$ cat src/rtl/cfc_cfg.svh
`ifndef CFC_CFG_SVH
`define CFC_CFG_SVH
// ============================================================
// Frame layout
`define CFC_FRAME_BITS 112
`define CFC_F_CMD 111:109
`define CFC_F_SRC 108:101
`define CFC_F_BC 100
`define CFC_F_DST 99:92
`define CFC_F_PAY 88:1
`define CFC_CMD_PPS 3'h0
`define CFC_CMD_SYNC 3'h3
`define CFC_CMD_READ 3'h2
`define CFC_CMD_WRITE 3'h4
`define CFC_CMD_USER 3'h7
`define CFC_UBLK 128
// ============================================================
// Register offsets
`define CFC_A_CTRL 8'h00
`define CFC_A_IDS 8'h04
`define CFC_A_TXP0 8'h08
`define CFC_A_TXP1 8'h0C
`define CFC_A_TXP2 8'h10
`define CFC_A_TXCMD 8'h14
`define CFC_A_STAT 8'h18
`define CFC_A_UTX 8'h1C
`define CFC_A_RXH 8'h20
`define CFC_A_RXP0 8'h24
`define CFC_A_RXP1 8'h28
`define CFC_A_RXP2 8'h2C
`define CFC_A_URX 8'h30
// ============================================================
// Reset values and timing
`define CFC_CTRL_RST 32'h0000_0000
`define CFC_IDS_RST 24'h00_0000
`define CFC_PCLK_NS 8
`endif

$ cat src/rtl/cfc_pkg.sv
// ============================================================
// Types shared by the codec
package cfc_pkg;
  typedef enum logic [1:0] {
    CFC_SYM_SPACE = 2'h0,
    CFC_SYM_ZERO = 2'h1,
    CFC_SYM_ONE = 2'h3
  } cfc_sym_e;
  typedef enum logic [1:0] {
    CFC_TX_IDLE = 2'h0,
    CFC_TX_LOAD = 2'h1,
    CFC_TX_SEND = 2'h3
  } cfc_tx_e;
  typedef enum logic [2:0] {
    CFC_K_PPS = 3'h0,
    CFC_K_SYNC = 3'h1,
    CFC_K_CMD = 3'h3,
    CFC_K_REP = 3'h2,
    CFC_K_USER = 3'h6
  } cfc_kind_e;
  // Bytes carried by one user frame, at most nine
  function automatic logic [3:0] cfc_min9(input logic [7:0] n);
    cfc_min9 = (n > 8'h09) ? 4'h9 : n[3:0];
  endfunction : cfc_min9
endpackage : cfc_pkg

$ cat src/rtl/cfc_pwm_tx.sv
`timescale 1ns/1ps
module cfc_pwm_tx import cfc_pkg::*; #(parameter int CW = 16) (
  // Clock and reset
  input wire logic pclk,
  input wire logic presetn,
  input wire logic ce,
  // Carrier edge and symbol
  input wire logic rise,
  input wire cfc_sym_e sym,
  // Modulated carrier
  output logic pwm_q
);
  logic [CW-1:0] cnt_q, per_q, thr_q, q4;
  logic [1:0] seen_q;
  assign q4 = per_q >> 2;
  // ============================================================
  // Carrier period measured between rising edges; pulses stay off until
  // one whole period is known, so the far decoder sees no false symbol
  always_ff @(posedge pclk or negedge presetn) begin
    if (!presetn) begin
      cnt_q <= '0;
      per_q <= '0;
      seen_q <= 2'h0;
    end else if (ce) begin
      if (rise) begin
        per_q <= cnt_q + 1'b1;
        if (!seen_q[1]) seen_q <= seen_q + 2'h1;
        cnt_q <= '0;
      end else if (cnt_q != '1) begin
        cnt_q <= cnt_q + 1'b1;
      end
    end
  end
  // ============================================================
  // falling edge placement
  always_ff @(posedge pclk or negedge presetn) begin
    if (!presetn) begin
      thr_q <= '0;
      pwm_q <= 1'b0;
    end else if (ce) begin
      if (rise) begin
        pwm_q <= seen_q[1];
        case (sym)
          CFC_SYM_ZERO: thr_q <= (q4 == '0) ? CW'(1) : q4;
          CFC_SYM_ONE: thr_q <= per_q - q4;
          default: thr_q <= per_q >> 1;
        endcase
      end else if (cnt_q + 1'b1 >= thr_q) begin
        pwm_q <= 1'b0;
      end
    end
  end
endmodule : cfc_pwm_tx

$ cat src/rtl/cfc_pwm_rx.sv
`timescale 1ns/1ps
module cfc_pwm_rx import cfc_pkg::*; #(parameter int CW = 16) (
  // Clock and reset
  input wire logic pclk,
  input wire logic presetn,
  input wire logic ce,
  // Synchronised carrier level
  input wire logic lvl,
  // Decoded symbols
  output logic sym_v_q,
  output cfc_sym_e sym_q
);
  logic lvl_q, primed_q;
  logic [CW-1:0] cnt_q, hi_q;
  logic [CW+2:0] h8, p3, p5;
  assign h8 = {hi_q, 3'b000};
  assign p3 = {2'b00, cnt_q, 1'b0} + (CW+3)'(cnt_q);
  assign p5 = {1'b0, cnt_q, 2'b00} + (CW+3)'(cnt_q);
  // ============================================================
  // high time against period, thresholds at 3/8 and 5/8
  always_ff @(posedge pclk or negedge presetn) begin
    if (!presetn) begin
      lvl_q <= 1'b0;
      primed_q <= 1'b0;
      cnt_q <= '0;
      hi_q <= '0;
      sym_v_q <= 1'b0;
      sym_q <= CFC_SYM_SPACE;
    end else if (ce) begin
      lvl_q <= lvl;
      sym_v_q <= 1'b0;
      if (lvl && !lvl_q) begin
        primed_q <= 1'b1;
        sym_v_q <= primed_q;
        if (h8 < p3) sym_q <= CFC_SYM_ZERO;
        else if (h8 > p5) sym_q <= CFC_SYM_ONE;
        else sym_q <= CFC_SYM_SPACE;
        cnt_q <= '0;
        hi_q <= CW'(1);
      end else begin
        if (cnt_q != '1) cnt_q <= cnt_q + 1'b1;
        if (lvl && hi_q != '1) hi_q <= hi_q + 1'b1;
      end
    end
  end
endmodule : cfc_pwm_rx

$ cat src/rtl/cfc_top.sv
// Register access over APB and the address map were left to the implementer.
`timescale 1ns/1ps
`include "cfc_cfg.svh"
module cfc_top import cfc_pkg::*; #(parameter int CW = 16) (
  // Clock, reset, enable
  input wire logic pclk,
  input wire logic presetn,
  input wire logic ce,
  // APB slave
  input wire logic [7:0] paddr,
  input wire logic psel,
  input wire logic penable,
  input wire logic pwrite,
  input wire logic [31:0] pwdata,
  output logic [31:0] prdata,
  output logic pready,
  output logic pslverr,
  // Carrier pins
  input wire logic carrier_in,
  output logic pwm_out,
  input wire logic pwm_rx_in,
  // Time sources
  input wire logic [3:0] second_pulse,
  input wire logic alt_second_pulse,
  input wire logic [87:0] tod_value,
  output logic [1:0] tod_src_sel,
  // Sync sources
  input wire logic sync_req,
  input wire logic [87:0] sync_data,
  output logic [2:0] sync_src_sel,
  // Received time and sync data
  output logic [87:0] rx_data,
  output logic tod_load_valid,
  output logic [1:0] tod_load_sel,
  output logic sync_load_valid,
  output logic [2:0] sync_load_sel,
  output logic rx_second_pulse,
  // Local register access from the far end
  output logic csr_req,
  output logic csr_we,
  output logic [15:0] csr_addr,
  output logic [71:0] csr_wdata,
  input wire logic csr_ack,
  input wire logic [71:0] csr_rdata
);
  if (CW < 6) begin : g_chk
    $error("cfc_top: CW too small for carrier period");
  end
  // ============================================================
  // Registers and state
  logic [31:0] ctrl_q;
  logic [23:0] ids_q;
  logic [87:0] txp_q, rep_pay_q, rxp_q, ubytes_q, rx_data_q;
  logic [2:0] cmd_q, rep_cmd_q;
  logic [7:0] rep_dst_q, ulen_q, usent_q, ucnt_q;
  logic [22:0] rxh_q;
  logic cmd_pend_q, rep_pend_q, pps_pend_q, sync_pend_q, usr_pend_q;
  logic rx_new_q, perr_q, pready_q, pslverr_q;
  logic [31:0] prdata_q;
  logic [15:0] pps_cnt_q;
  logic [7:0] utx_mem [0:`CFC_UBLK-1];
  logic [7:0] urx_mem [0:`CFC_UBLK-1];
  logic [6:0] urw_q, urr_q;
  cfc_tx_e st_q;
  cfc_kind_e kind_q;
  logic [3:0] lcnt_q, un, ux_n_q, ux_k_q;
  logic [6:0] bcnt_q, rcnt_q;
  logic [111:0] frame_q, rsh_q;
  logic [71:0] ux_q;
  logic [1:0] car_s_q, rxc_s_q;
  logic car_d_q, rdone_q, csr_wait_q;
  logic tod_v_q, sync_v_q, rx_pps_q, csr_req_q, csr_we_q;
  logic [15:0] csr_addr_q;
  logic [71:0] csr_wdata_q;
  logic rsym_v, tx_rise, setup, acc, wr, rd, pps_in;
  cfc_sym_e rsym, tsym;
  logic enc_en, dec_en, master;
  logic [87:0] pay_d;
  logic [22:0] hdr_d;
  logic [7:0] ulast;
  assign enc_en = ctrl_q[0];
  assign dec_en = ctrl_q[1];
  assign master = ctrl_q[2];
  assign setup = psel & ~penable & ~pready_q;
  assign acc = psel & penable & pready_q;
  assign wr = ce & acc & pwrite & ~pslverr_q;
  assign rd = ce & acc & ~pwrite & ~pslverr_q;
  assign tx_rise = car_s_q[1] & ~car_d_q;
  assign un = cfc_min9(ulen_q - usent_q);
  // Ninth byte of a user frame is fetched in the build cycle itself
  assign ulast = (lcnt_q < un) ? utx_mem[7'(usent_q + 8'(lcnt_q))] : 8'h00;
  // ============================================================
  // Pin synchronisers
  always_ff @(posedge pclk or negedge presetn) begin
    if (!presetn) begin
      car_s_q <= 2'h0;
      car_d_q <= 1'b0;
      rxc_s_q <= 2'h0;
    end else if (ce) begin
      car_s_q <= {car_s_q[0], carrier_in};
      car_d_q <= car_s_q[1];
      rxc_s_q <= {rxc_s_q[0], pwm_rx_in};
    end
  end
  // ============================================================
  // APB answer, no wait state, unmapped addresses flag an error
  always_ff @(posedge pclk or negedge presetn) begin
    if (!presetn) begin
      pready_q <= 1'b0;
      pslverr_q <= 1'b0;
      prdata_q <= 32'h0000_0000;
    end else if (ce) begin
      pready_q <= setup;
      pslverr_q <= setup & ((paddr > `CFC_A_URX) | (paddr[1:0] != 2'h0));
      if (setup) begin
        case (paddr)
          `CFC_A_CTRL: prdata_q <= ctrl_q;
          `CFC_A_IDS: prdata_q <= {8'h00, ids_q};
          `CFC_A_TXP0: prdata_q <= txp_q[87:56];
          `CFC_A_TXP1: prdata_q <= txp_q[55:24];
          `CFC_A_TXP2: prdata_q <= {8'h00, txp_q[23:0]};
          `CFC_A_TXCMD: prdata_q <= {29'h0, cmd_q};
          `CFC_A_STAT: prdata_q <= {ucnt_q, 8'h00, usent_q, 3'h0, perr_q,
            rx_new_q, usr_pend_q, cmd_pend_q, st_q != CFC_TX_IDLE};
          `CFC_A_UTX: prdata_q <= {24'h0, ulen_q};
          `CFC_A_RXH: prdata_q <= {9'h000, rxh_q};
          `CFC_A_RXP0: prdata_q <= rxp_q[87:56];
          `CFC_A_RXP1: prdata_q <= rxp_q[55:24];
          `CFC_A_RXP2: prdata_q <= {8'h00, rxp_q[23:0]};
          `CFC_A_URX: prdata_q <= {23'h0, ucnt_q != 8'h00, urx_mem[urr_q]};
          default: prdata_q <= 32'h0000_0000;
        endcase
      end
    end
  end
  // ============================================================
  // Configuration registers
  always_ff @(posedge pclk or negedge presetn) begin
    if (!presetn) begin
      ctrl_q <= `CFC_CTRL_RST;
      ids_q <= `CFC_IDS_RST;
      txp_q <= 88'h0;
    end else if (wr) begin
      case (paddr)
        `CFC_A_CTRL: ctrl_q <= pwdata;
        `CFC_A_IDS: ids_q <= pwdata[23:0];
        `CFC_A_TXP0: txp_q[87:56] <= pwdata;
        `CFC_A_TXP1: txp_q[55:24] <= pwdata;
        `CFC_A_TXP2: txp_q[23:0] <= pwdata[23:0];
        default: ;
      endcase
    end
  end
  // ============================================================
  // master command request, held until framed
  always_ff @(posedge pclk or negedge presetn) begin
    if (!presetn) begin
      cmd_q <= `CFC_CMD_READ;
      cmd_pend_q <= 1'b0;
    end else if (ce) begin
      if (wr && paddr == `CFC_A_TXCMD && !cmd_pend_q) begin
        cmd_q <= pwdata[2:0];
        cmd_pend_q <= 1'b1;
      end else if (st_q == CFC_TX_LOAD && lcnt_q == 4'h8 &&
                   kind_q == CFC_K_CMD) begin
        cmd_pend_q <= 1'b0;
      end
    end
  end
  // ============================================================
  // second pulse from selected accumulator or divided output
  assign pps_in = ctrl_q[5] ? alt_second_pulse : second_pulse[ctrl_q[9:8]];
  always_ff @(posedge pclk or negedge presetn) begin
    if (!presetn) begin
      pps_pend_q <= 1'b0;
      pps_cnt_q <= 16'h0000;
      sync_pend_q <= 1'b0;
    end else if (ce) begin
      // latency from pulse to launch is counted
      if (pps_in && enc_en && ctrl_q[4]) begin
        pps_pend_q <= 1'b1;
        pps_cnt_q <= 16'h0000;
      end else begin
        if (pps_cnt_q != 16'hFFFF) pps_cnt_q <= pps_cnt_q + 16'h0001;
        if (st_q == CFC_TX_LOAD && lcnt_q == 4'h8 && kind_q == CFC_K_PPS)
          pps_pend_q <= 1'b0;
      end
      // sync frame requested by the selected DPLL
      if (sync_req && enc_en) sync_pend_q <= 1'b1;
      else if (st_q == CFC_TX_LOAD && lcnt_q == 4'h8 &&
               kind_q == CFC_K_SYNC) sync_pend_q <= 1'b0;
    end
  end
  // ============================================================
  // user transmit block, bit 8 of a write closes it
  always_ff @(posedge pclk) begin
    if (wr && paddr == `CFC_A_UTX && !usr_pend_q && ulen_q[7] == 1'b0)
      utx_mem[ulen_q[6:0]] <= pwdata[7:0];
  end
  always_ff @(posedge pclk or negedge presetn) begin
    if (!presetn) begin
      ulen_q <= 8'h00;
      usent_q <= 8'h00;
      usr_pend_q <= 1'b0;
    end else if (ce) begin
      if (wr && paddr == `CFC_A_UTX && !usr_pend_q) begin
        if (ulen_q[7] == 1'b0) ulen_q <= ulen_q + 8'h01;
        if (pwdata[8]) usr_pend_q <= 1'b1;
      end else if (st_q == CFC_TX_LOAD && lcnt_q == 4'h8 &&
                   kind_q == CFC_K_USER) begin
        if (usent_q + 8'(un) >= ulen_q) begin
          usr_pend_q <= 1'b0;
          ulen_q <= 8'h00;
          usent_q <= 8'h00;
        end else begin
          usent_q <= usent_q + 8'(un);
        end
      end
    end
  end
  // ============================================================
  // Payload and header of the frame being built
  always_comb begin
    case (kind_q)
      CFC_K_PPS: pay_d = tod_value + 88'(pps_cnt_q) * 88'(`CFC_PCLK_NS);
      CFC_K_SYNC: pay_d = sync_data;
      CFC_K_CMD: pay_d = txp_q;
      CFC_K_REP: pay_d = rep_pay_q;
      CFC_K_USER: pay_d = {usent_q == 8'h00,
        7'(ulen_q - usent_q - 8'(un)), 4'h0, un, ubytes_q[63:0], ulast};
      default: pay_d = 88'h0;
    endcase
    case (kind_q)
      CFC_K_PPS: hdr_d[22:20] = `CFC_CMD_PPS;
      CFC_K_SYNC: hdr_d[22:20] = `CFC_CMD_SYNC;
      CFC_K_CMD: hdr_d[22:20] = cmd_q;
      CFC_K_REP: hdr_d[22:20] = rep_cmd_q;
      default: hdr_d[22:20] = `CFC_CMD_USER;
    endcase
    hdr_d[19:12] = ids_q[7:0];
    hdr_d[11] = master & ctrl_q[3] & (kind_q != CFC_K_REP);
    hdr_d[10:3] = (kind_q == CFC_K_REP) ? rep_dst_q : ids_q[23:16];
    hdr_d[2:0] = 3'h0;
  end
  // ============================================================
  // Encoder sequencer
  always_ff @(posedge pclk or negedge presetn) begin
    if (!presetn) begin
      st_q <= CFC_TX_IDLE;
      kind_q <= CFC_K_PPS;
      lcnt_q <= 4'h0;
      bcnt_q <= 7'h00;
      frame_q <= 112'h0;
      ubytes_q <= 88'h0;
    end else if (ce) begin
      case (st_q)
        CFC_TX_IDLE: begin
          lcnt_q <= 4'h0;
          // all channels share the carrier by priority
          if (enc_en && (rep_pend_q | pps_pend_q | sync_pend_q |
                         cmd_pend_q | usr_pend_q)) begin
            st_q <= CFC_TX_LOAD;
            if (rep_pend_q) kind_q <= CFC_K_REP;
            else if (pps_pend_q) kind_q <= CFC_K_PPS;
            else if (sync_pend_q) kind_q <= CFC_K_SYNC;
            else if (cmd_pend_q) kind_q <= CFC_K_CMD;
            else kind_q <= CFC_K_USER;
          end
        end
        CFC_TX_LOAD: begin
          lcnt_q <= lcnt_q + 4'h1;
          ubytes_q <= {ubytes_q[79:0], ulast};
          if (lcnt_q == 4'h8) begin
            // parity makes the whole frame even
            frame_q <= {hdr_d, pay_d, ^{hdr_d, pay_d}};
            bcnt_q <= 7'h00;
            st_q <= CFC_TX_SEND;
          end
        end
        CFC_TX_SEND: begin
          if (tx_rise) begin
            frame_q <= {frame_q[110:0], 1'b0};
            bcnt_q <= bcnt_q + 7'h01;
            if (bcnt_q == 7'(`CFC_FRAME_BITS - 1)) st_q <= CFC_TX_IDLE;
          end
        end
        default: st_q <= CFC_TX_IDLE;
      endcase
    end
  end
  // space between frames, data symbols inside them
  assign tsym = (st_q != CFC_TX_SEND) ? CFC_SYM_SPACE :
                frame_q[111] ? CFC_SYM_ONE : CFC_SYM_ZERO;
  cfc_pwm_tx #(.CW(CW)) u_tx (
    .pclk(pclk),
    .presetn(presetn),
    .ce(ce),
    .rise(tx_rise),
    .sym(tsym),
    .pwm_q(pwm_out)
  );
  cfc_pwm_rx #(.CW(CW)) u_rx (
    .pclk(pclk),
    .presetn(presetn),
    .ce(ce),
    .lvl(rxc_s_q[1]),
    .sym_v_q(rsym_v),
    .sym_q(rsym)
  );
  // ============================================================
  // frame capture; a space inside a frame aborts it
  always_ff @(posedge pclk or negedge presetn) begin
    if (!presetn) begin
      rsh_q <= 112'h0;
      rcnt_q <= 7'h00;
      rdone_q <= 1'b0;
    end else if (ce) begin
      rdone_q <= 1'b0;
      if (rsym_v) begin
        if (rsym == CFC_SYM_SPACE) begin
          rcnt_q <= 7'h00;
        end else begin
          rsh_q <= {rsh_q[110:0], rsym == CFC_SYM_ONE};
          rcnt_q <= rcnt_q + 7'h01;
          if (rcnt_q == 7'(`CFC_FRAME_BITS - 1)) begin
            rcnt_q <= 7'h00;
            rdone_q <= 1'b1;
          end
        end
      end
    end
  end
  // ============================================================
  // Received frame dispatch
  logic rx_hit;
  assign rx_hit = rdone_q & dec_en & ~(^rsh_q) &
    (rsh_q[`CFC_F_BC] | rsh_q[`CFC_F_DST] == ids_q[15:8]);
  always_ff @(posedge pclk or negedge presetn) begin
    if (!presetn) begin
      rx_data_q <= 88'h0;
      tod_v_q <= 1'b0;
      sync_v_q <= 1'b0;
      rx_pps_q <= 1'b0;
      rxh_q <= 23'h0;
      rxp_q <= 88'h0;
      rx_new_q <= 1'b0;
      perr_q <= 1'b0;
    end else if (ce) begin
      tod_v_q <= 1'b0;
      sync_v_q <= 1'b0;
      rx_pps_q <= 1'b0;
      if (rx_hit) begin
        rxh_q <= rsh_q[111:89];
        rxp_q <= rsh_q[`CFC_F_PAY];
        rx_data_q <= rsh_q[`CFC_F_PAY];
        // time frame loads accumulator, optional pulse
        if (rsh_q[`CFC_F_CMD] == `CFC_CMD_PPS) begin
          tod_v_q <= 1'b1;
          rx_pps_q <= ctrl_q[6];
        end
        // sync data to the selected DPLL
        if (rsh_q[`CFC_F_CMD] == `CFC_CMD_SYNC) sync_v_q <= 1'b1;
      end
      // Sticky flags; a new event wins over a clear
      if (rx_hit) rx_new_q <= 1'b1;
      else if (wr && paddr == `CFC_A_STAT && pwdata[3]) rx_new_q <= 1'b0;
      if (rdone_q && (^rsh_q)) perr_q <= 1'b1;
      else if (wr && paddr == `CFC_A_STAT && pwdata[4]) perr_q <= 1'b0;
    end
  end
  // ============================================================
  // remote access served locally, reply queued
  always_ff @(posedge pclk or negedge presetn) begin
    if (!presetn) begin
      csr_req_q <= 1'b0;
      csr_we_q <= 1'b0;
      csr_addr_q <= 16'h0000;
      csr_wdata_q <= 72'h0;
      csr_wait_q <= 1'b0;
      rep_pend_q <= 1'b0;
      rep_pay_q <= 88'h0;
      rep_cmd_q <= `CFC_CMD_READ;
      rep_dst_q <= 8'h00;
    end else if (ce) begin
      csr_req_q <= 1'b0;
      if (rx_hit && !master && !csr_wait_q && !rep_pend_q &&
          (rsh_q[`CFC_F_CMD] == `CFC_CMD_READ ||
           rsh_q[`CFC_F_CMD] == `CFC_CMD_WRITE)) begin
        csr_req_q <= 1'b1;
        csr_wait_q <= 1'b1;
        csr_we_q <= rsh_q[`CFC_F_CMD] == `CFC_CMD_WRITE;
        csr_addr_q <= rsh_q[88:73];
        csr_wdata_q <= rsh_q[72:1];
        rep_cmd_q <= rsh_q[`CFC_F_CMD];
        rep_dst_q <= rsh_q[`CFC_F_SRC];
      end else if (csr_wait_q && csr_ack) begin
        csr_wait_q <= 1'b0;
        rep_pend_q <= 1'b1;
        rep_pay_q <= {csr_addr_q, csr_we_q ? 72'h0 : csr_rdata};
      end else if (st_q == CFC_TX_LOAD && lcnt_q == 4'h8 &&
                   kind_q == CFC_K_REP) begin
        rep_pend_q <= 1'b0;
      end
    end
  end
  // ============================================================
  // user receive FIFO, one byte per cycle
  always_ff @(posedge pclk) begin
    if (ce && ux_k_q < ux_n_q && ucnt_q[7] == 1'b0)
      urx_mem[urw_q] <= ux_q[71:64];
  end
  always_ff @(posedge pclk or negedge presetn) begin
    if (!presetn) begin
      ux_q <= 72'h0;
      ux_n_q <= 4'h0;
      ux_k_q <= 4'h0;
      urw_q <= 7'h00;
      urr_q <= 7'h00;
      ucnt_q <= 8'h00;
    end else if (ce) begin
      if (rx_hit && rsh_q[`CFC_F_CMD] == `CFC_CMD_USER) begin
        ux_q <= rsh_q[72:1];
        ux_n_q <= cfc_min9(rsh_q[80:73]);
        ux_k_q <= 4'h0;
      end else if (ux_k_q < ux_n_q) begin
        ux_q <= {ux_q[63:0], 8'h00};
        ux_k_q <= ux_k_q + 4'h1;
      end
      // Bytes beyond a full FIFO are dropped, nobody acknowledges
      if (ux_k_q < ux_n_q && ucnt_q[7] == 1'b0) urw_q <= urw_q + 7'h01;
      if (rd && paddr == `CFC_A_URX && ucnt_q != 8'h00)
        urr_q <= urr_q + 7'h01;
      ucnt_q <= ucnt_q
        + 8'(ux_k_q < ux_n_q && ucnt_q[7] == 1'b0)
        - 8'(rd && paddr == `CFC_A_URX && ucnt_q != 8'h00);
    end
  end
  // ============================================================
  // Registered outputs
  assign prdata = prdata_q;
  assign pready = pready_q;
  assign pslverr = pslverr_q;
  assign tod_src_sel = ctrl_q[9:8];
  assign tod_load_sel = ctrl_q[11:10];
  assign sync_src_sel = ctrl_q[14:12];
  assign sync_load_sel = ctrl_q[18:16];
  assign rx_data = rx_data_q;
  assign tod_load_valid = tod_v_q;
  assign sync_load_valid = sync_v_q;
  assign rx_second_pulse = rx_pps_q;
  assign csr_req = csr_req_q;
  assign csr_we = csr_we_q;
  assign csr_addr = csr_addr_q;
  assign csr_wdata = csr_wdata_q;
endmodule : cfc_top

$ cat config.mk
export PLATFORM = sky130hd
export DESIGN_NAME = cfc_top
export DESIGN_NICKNAME = d
export VERILOG_FILES = /design/src/rtl/cfc_pkg.sv /design/src/rtl/cfc_pwm_tx.sv /design/src/rtl/cfc_pwm_rx.sv /design/src/rtl/cfc_top.sv
export VERILOG_INCLUDE_DIRS = /design/src /design/src/rtl
export SDC_FILE = /design/constraint.sdc
export NUM_CORES = 2
export LEC_CHECK = 0
export BUFFER_PORTS_ARGS = -buffer_cell sky130_fd_sc_hd__buf_4
export CAP_MARGIN = 20
export CORE_AREA = 2 2 402 563
export CTS_CLUSTER_DIAMETER = 120
export DETAILED_ROUTE_END_ITERATION = 16
export DIE_AREA = 0 0 404 565
export PLACE_DENSITY = 0.79
export SETUP_SLACK_MARGIN = 0.4
export SLEW_MARGIN = 10
export SYNTH_ARGS = -nofsm -noshare
export SYNTH_HDL_FRONTEND = slang
export SYNTH_SLANG_ARGS = --single-unit
$ cat constraint.sdc
create_clock -name pclk -period 5.8 [get_ports pclk]
set_input_delay 1.16 -clock pclk [delete_from_list [all_inputs] [get_ports pclk]]
set_output_delay 1.16 -clock pclk [all_outputs]
set_load 0.01 [all_outputs]
Word-level counts from Yosys, hierarchy flattened. Memory sizes are Yosys's and may differ from the RTL's. Cells that the tools add are included.

Memory bits (writable): 2048. Memories: 2. Flip-flop bits (word level): 1031. Word-level logic and storage cells: 368. Output and inout bits: 226.

Reductions and logical operators: 108. Equal/unequal tests: 41. Mux-type cells: 88. Bitwise logic cells: 34. Add/sub/neg operators: 22. Magnitude comparators: 10.

Memory list: urx_mem (words 128, width 8, read ports 1, clocked after memory_dff 0, write ports 1, RTL line cfc_top.sv:62) `` logic [7:0] urx_mem [0:`CFC_UBLK-1]; ``; utx_mem (words 128, width 8, read ports 1, clocked after memory_dff 0, write ports 1, RTL line cfc_top.sv:61) `` logic [7:0] utx_mem [0:`CFC_UBLK-1]; ``.

Operators with widths (number): 88-bit one-hot mux with 5 select lines (1); 32-bit one-hot mux with 13 select lines (1); 112-bit 2-to-1 mux (2); 112-bit one-hot mux with 2 select lines (1); 72-bit 2-to-1 mux (3); 16-bit 2-to-1 mux (8); 112-bit XOR reduction (1); 111-bit XOR reduction (1); 88-bit by 19-bit adder with 88-bit output (1); 16-bit by 1-bit adder with 16-bit output, second input constant (4); 16-bit != test, second input constant (4); 2-bit AND reduction (29); 8-bit 2-to-1 mux (7); 8-bit by 6-bit == test with 1-bit output, second input constant (5); 2-bit nonzero test (19); 1-bit 2-to-1 mux (37); 8-bit by 5-bit == test with 1-bit output, second input constant (4); 1-bit logical AND (32); 16-bit one-hot mux with 2 select lines (1); 7-bit by 1-bit adder with 7-bit output, second input constant (4); 7-bit 2-to-1 mux (4); 3-bit AND reduction (7); 18-bit by 16-bit adder with 19-bit output (1); 19-bit greater-than comparator (1); 52 further kinds (125).

Logic depth before layout (Yosys ltp).
Depth after elaboration: 10. Depth in mapped cells: 29.

Hierarchy. A second synthesis with hierarchy kept.

Cells, all modules: 8991. Area, all modules: 134647.9 um^2.

Modules (own cells, without submodules): cfc_top (area each 127353.4 um^2, times used 1, sequential area each 85099.1 um^2, cells each 8140); cfc_pwm_rx (area each 3706.1 um^2, times used 1, sequential area each 925.9 um^2, cells each 426); cfc_pwm_tx (area each 3588.4 um^2, times used 1, sequential area each 1276.2 um^2, cells each 425).

Worst setup path before layout. OpenSTA, ideal clock, no wires.

Kind: register to register. Start point: register usent_q[4]. End point: register usent_q[4]. Data arrival time: 4.953 ns. Stages on the path, launching flop included: 23. Library setup time: 0.066 ns. Required time: 5.734 ns. Path buffers: 2. Slack: 0.781 ns. Cell sequence: dfrtp_1 -> clkbuf_1 -> inv_1 -> ha_1 -> or2_2 -> nor4b_1 -> nor3_1 -> nor4_2 -> nand2_1 -> ha_1 -> fa_1 -> ha_1 -> a21o_1 -> a21o_1 -> a21o_1 -> a21oi_1 -> nor2b_1 -> o21ai_0 -> nand2b_1 -> a21o_1 -> clkbuf_1 -> or4_1 -> nand2_1.

Longest elaborated chain between the ends: 6.

RTL lines: start, declared (RTL line cfc_top.sv:55) `logic [7:0] rep_dst_q, ulen_q, usent_q, ucnt_q;`; start signal, assigned (RTL line cfc_top.sv:216) `usent_q <= usent_q + 8'(un);`; 8-bit subtractor; 8-bit by 4-bit greater-than comparator with 1-bit output (RTL line cfc_pkg.sv:23) `cfc_min9 = (n > 8'h09) ? 4'h9 : n[3:0];`; 4-bit 2-to-1 mux (RTL line cfc_pkg.sv:23); 8-bit by 4-bit adder with 8-bit output * (RTL line cfc_top.sv:211, cfc_top.sv:216); 8-bit >= comparator (RTL line cfc_top.sv:211) `if (usent_q + 8'(un) >= ulen_q) begin`; 8-bit 2-to-1 mux * (RTL line cfc_top.sv:211).

Every way passes the cells marked *; elsewhere a longest branch is shown, timed or not. A chain may end at the register's enable or synchronous reset.

Worst setup path after layout.
Start point: register lcnt_q[2]. End point: register frame_q[0].

Longest elaborated chain between the ends: 7. Elaborated cells on any way between the ends: 11. Classes of those cells: add/sub: 1; order compare: 1; eq/ne: 2; mux: 4; reduce/logical: 2; memory: 1.

RTL lines: start, declared (RTL line cfc_top.sv:66) `logic [3:0] lcnt_q, un, ux_n_q, ux_k_q;`; start signal, assigned (RTL line cfc_top.sv:271) `lcnt_q <= lcnt_q + 4'h1;`; 7-bit by 4-bit adder with 7-bit output (RTL line cfc_top.sv:91) `assign ulast = (lcnt_q < un) ? utx_mem[7'(usent_q + 8'(lcnt_q))] : 8'h00;`; memory 128 x 8 bit; 8-bit 2-to-1 mux (RTL line cfc_top.sv:91); 88-bit one-hot mux with 5 select lines (RTL line cfc_top.sv:224) `case (kind_q)`; 111-bit XOR reduction (RTL line cfc_top.sv:275) `frame_q <= {hdr_d, pay_d, ^{hdr_d, pay_d}};`; 112-bit 2-to-1 mux (RTL line cfc_top.sv:273) `if (lcnt_q == 4'h8) begin`; 112-bit one-hot mux with 2 select lines (RTL line cfc_top.sv:256) `case (st_q)`; end signal, assigned (RTL line cfc_top.sv:275); end signal, assigned (RTL line cfc_top.sv:282) `frame_q <= {frame_q[110:0], 1'b0};`; end, declared (RTL line cfc_top.sv:68) `logic [111:0] frame_q, rsh_q;`.

Parallel ways exist; a longest one is shown, timed or not. The select of a mux whose other input is x is not followed.

==> summary.txt <==
Run status
  – Status: complete, no violations

Setup path
  – Crit. End Element: flop
  – CP Launch Type: flop
  – RR Startpoint: lcnt_q[2]
  – Cell chain of the critical path: ha_1, a21oi_1, a21boi_1, buf_4, nor2_1, buf_4, nand4_1, nand4_1, nand4_1, xor2_1, a31oi_1, a21oi_1, xnor2_1, xnor2_1, xnor2_1, xnor3_1, xnor2_1, a22o_1
  – Worst path bufs/invs: 2
  – Worst EP arrival: 6050 ps
  – Max incr delay on CP: 980 ps
  – Largest fanout on the critical path: 7
  – Crit path from: lcnt_q[2]
  – CP Class: flop to flop
  – Critical path's slowest cell: nor2_1
  – Most used cell, CP: xnor2_1
  – Crit path max-delay family: simple AND/OR/NAND/NOR gates
  – Crit path required time: 6520 ps

Drt
  – Final ANT Viol Nets: 0
  – Wire per inst: 36.8 microns
  – Final Routed Wirelength: 462000 microns
  – DR vias/cell: 6.95
  – Vias: 87400
  – Post-route DRC: 0
  – Initial DRC count: 13300
  – First drt pass iteration count: 7

Logic synthesis
  – Largest area contributor in the netlist: edfxtp_1
  – Seq cells post-synth: 3079
  – Synth top area cells: edfxtp_1 46%, dfrtp_1 19%, mux4_2 11%, mux2_2 3.8%, nand2_1 2.9%
  – Post-synth EDFFs: 2048
  – Share of the synthesized area in the top cell type: 0.461
  – Register area share after synthesis: 0.655
  – Async set-reset flop share out of synthesis: 0.335
  – Netlist cell types: 83
  – Synthesized cell area: 133000 sq um
  – Synth Net Count: 9223
  – Ys flop type: edfxtp_1
  – Post-Synthesis Cells: 8751
  – Avg Cell Area, Syn: 15.2 sq um
  – YS warnings: 0

STA
  – Worst-margin pin slew: 1320 ps
  – Slew Viols, Final: 0
  – Unrepaired setup endpoints after global routing: false
  – Max Clock Skew: 64.8 ps
  – WHS: 215 ps
  – Final hold vios: 0
  – Max frequency: 188 MHz
  – # setup viols final: 0
  – Min cycle time layout: 5330 ps
  – Relative slew slack: 0.112
  – Final critical-path share of the clock period: 0.919

Clock tree
  – Clock tree buffer depth: 4
  – Clk_lat worst skew: 860 ps
  – Hold Buf Count CTS: 0
  – CTS tree: built
  – Clk root buf: clkbuf_16
  – Clk slew on worst S/H paths: 60 ps
  – Inserted Clock Buffers: 294
  – H-tree depth: 5
  – Clock Sinks: 3079

Floorplanning
  – # rows: 205
  – Initial Util: 0.599
  – CORE AREA: 223000 sq um
  – Full die area: 228000 sq um
  – Io pins: 529
  – Die Height: 565 microns
  – Die span in x: 404 microns

Finish
  – Util after Layout: 0.686
  – Layout cell share with drive strength beyond 1: 0.263
  – Layout Nets: 9902
  – Commonest non-fill, non-tap cell in the layout: edfxtp_1
  – Area grow syn2layout: 14.5%
  – Fillers: 14300
  – Commonest cells after routing, fill and taps aside: 2048 x edfxtp_1, 1012 x dfrtp_1, 1002 x nand2_1, 817 x buf_4, 654 x mux4_2

Global routing
  – Total track usage: 0.383
  – Largest net degree at the start of global routing: 162
  – GRT overflow: 0
  – Initial antenna violation count: 29
  – Vias in the first global route: 85400
  – Global-route wire length before repair: 624000 microns

Placed design
  – Port bufs: 528
  – Routability cong.: 1.02
  – Hpwl dp: 289000 microns

Power and ir drop
  – P_leak: 57.7 nW
  – Pwr per Cell Area: 313 nW/um^2
  – Peak supply drop: 0.289 mV

Hold path
  – HP Class: input pin to asynchronous set/reset pin

Job
  – Max cap viols: 0
==> stage by stage <==
step	std cells	setup slack (ps)	total power [mW]	instance area, sq um	setup TNS (ps)
floorplan	8751	781	26.2	133000	0
global placement	12000	-4.60	27.7	142000	-4.60
detailed placement	12000	-110	27.8	142000	-110
CTS	12500	401	47.5	152000	0
global route	12600	287	48.8	153000	0
finish	12600	469	47.7	153000	0
==> report_power, final <==
part	switching (mW)	internal, mW
Clock	8.81	11.4
Sequential	0.437	23.6
Combinational	2.16	1.31
==> routing by layer <==
metal / vias up / GRT usage / share of wire
met3: 1704 / 0.0786 / 0.11
met1: 44100 / 0.482 / 0.33
met2: 6956 / 0.611 / 0.47
met4: 32 / 0.249 / 0.088
li1: 34600 / - / -
met5: - / 0 / 0.00047
==> sequential cells by signal, summed over array words and instances, names as in the netlist, 16 cells and up <==
name and flops:
csr_addr 16, csr_wdata 72, ctrl_q 32, frame_q 112
ids_q 24, pps_cnt_q 16, prdata 32, rep_pay_q 88
rsh_q 112, rx_data 88, rxh_q 23, txp_q 88
u_rx.cnt_q 16, u_rx.hi_q 16, u_tx.cnt_q 16, u_tx.per_q 16
u_tx.thr_q 16, ubytes_q 64, urx_mem 1024, utx_mem 1024
ux_q 72
==> layout make-up <==
cell class | count | area, sq um | share of cell area
flip-flops and latches | 3079 | 87400 | 0.572
multi-input cells | 5030 | 43900 | 0.288
clock buffers | 358 | 7840 | 0.0514
repair buffers | 878 | 7440 | 0.0487
well taps | 2898 | 3630 | 0.0237
clock inverters | 163 | 1920 | 0.0126
inverters | 147 | 552 | 0.00361
diodes | 12 | 30.0 | 0.000197
==> worst paths after layout <==
kind                                  to  slack, ps  cells past startpoint
max                           frame_q[0]        470                     18
min                        rep_pay_q[62]        220                      1
max in group asynchronous       ux_q[69]       3800                      2
max reg2reg                   frame_q[0]        470                     18
min reg2reg                  frame_q[91]        460                      2
min in group pclk            frame_q[91]        460                      2
==> what timing repair did <==
action                     in CTS  in global routing
cloned                          2                  6
setup buffers                   8                 43
setup endpoints to repair      12                 11
pin swaps                       3                 22
gates resized for setup        22                 55
==> Yosys cell counts (161+ instances only) <==
library cell	number
o21ai_0	416
xnor2_1	284
mux2i_1	175
clkbuf_1	358
ha_1	161
nand2_1	1015
edfxtp_1	2048
nor2_1	534
dfrtp_1	1029
mux2_2	449
a21oi_1	199
mux4_2	654
==> cell families after synthesis <==
kind of cell | after synthesis | share of synthesized area
XOR/XNOR | 442 | 0.0294
buffers and inverters | 642 | 0.0192
AND/OR/NAND/NOR | 1982 | 0.0632
adder cells (fa/ha/maj) | 169 | 0.0163
multiplexers | 1278 | 0.162
flip-flops | 3079 | 0.655
AO/OA/AOI/OAI | 1159 | 0.0555
Note: power is estimated with default switching activity, not from simulation.
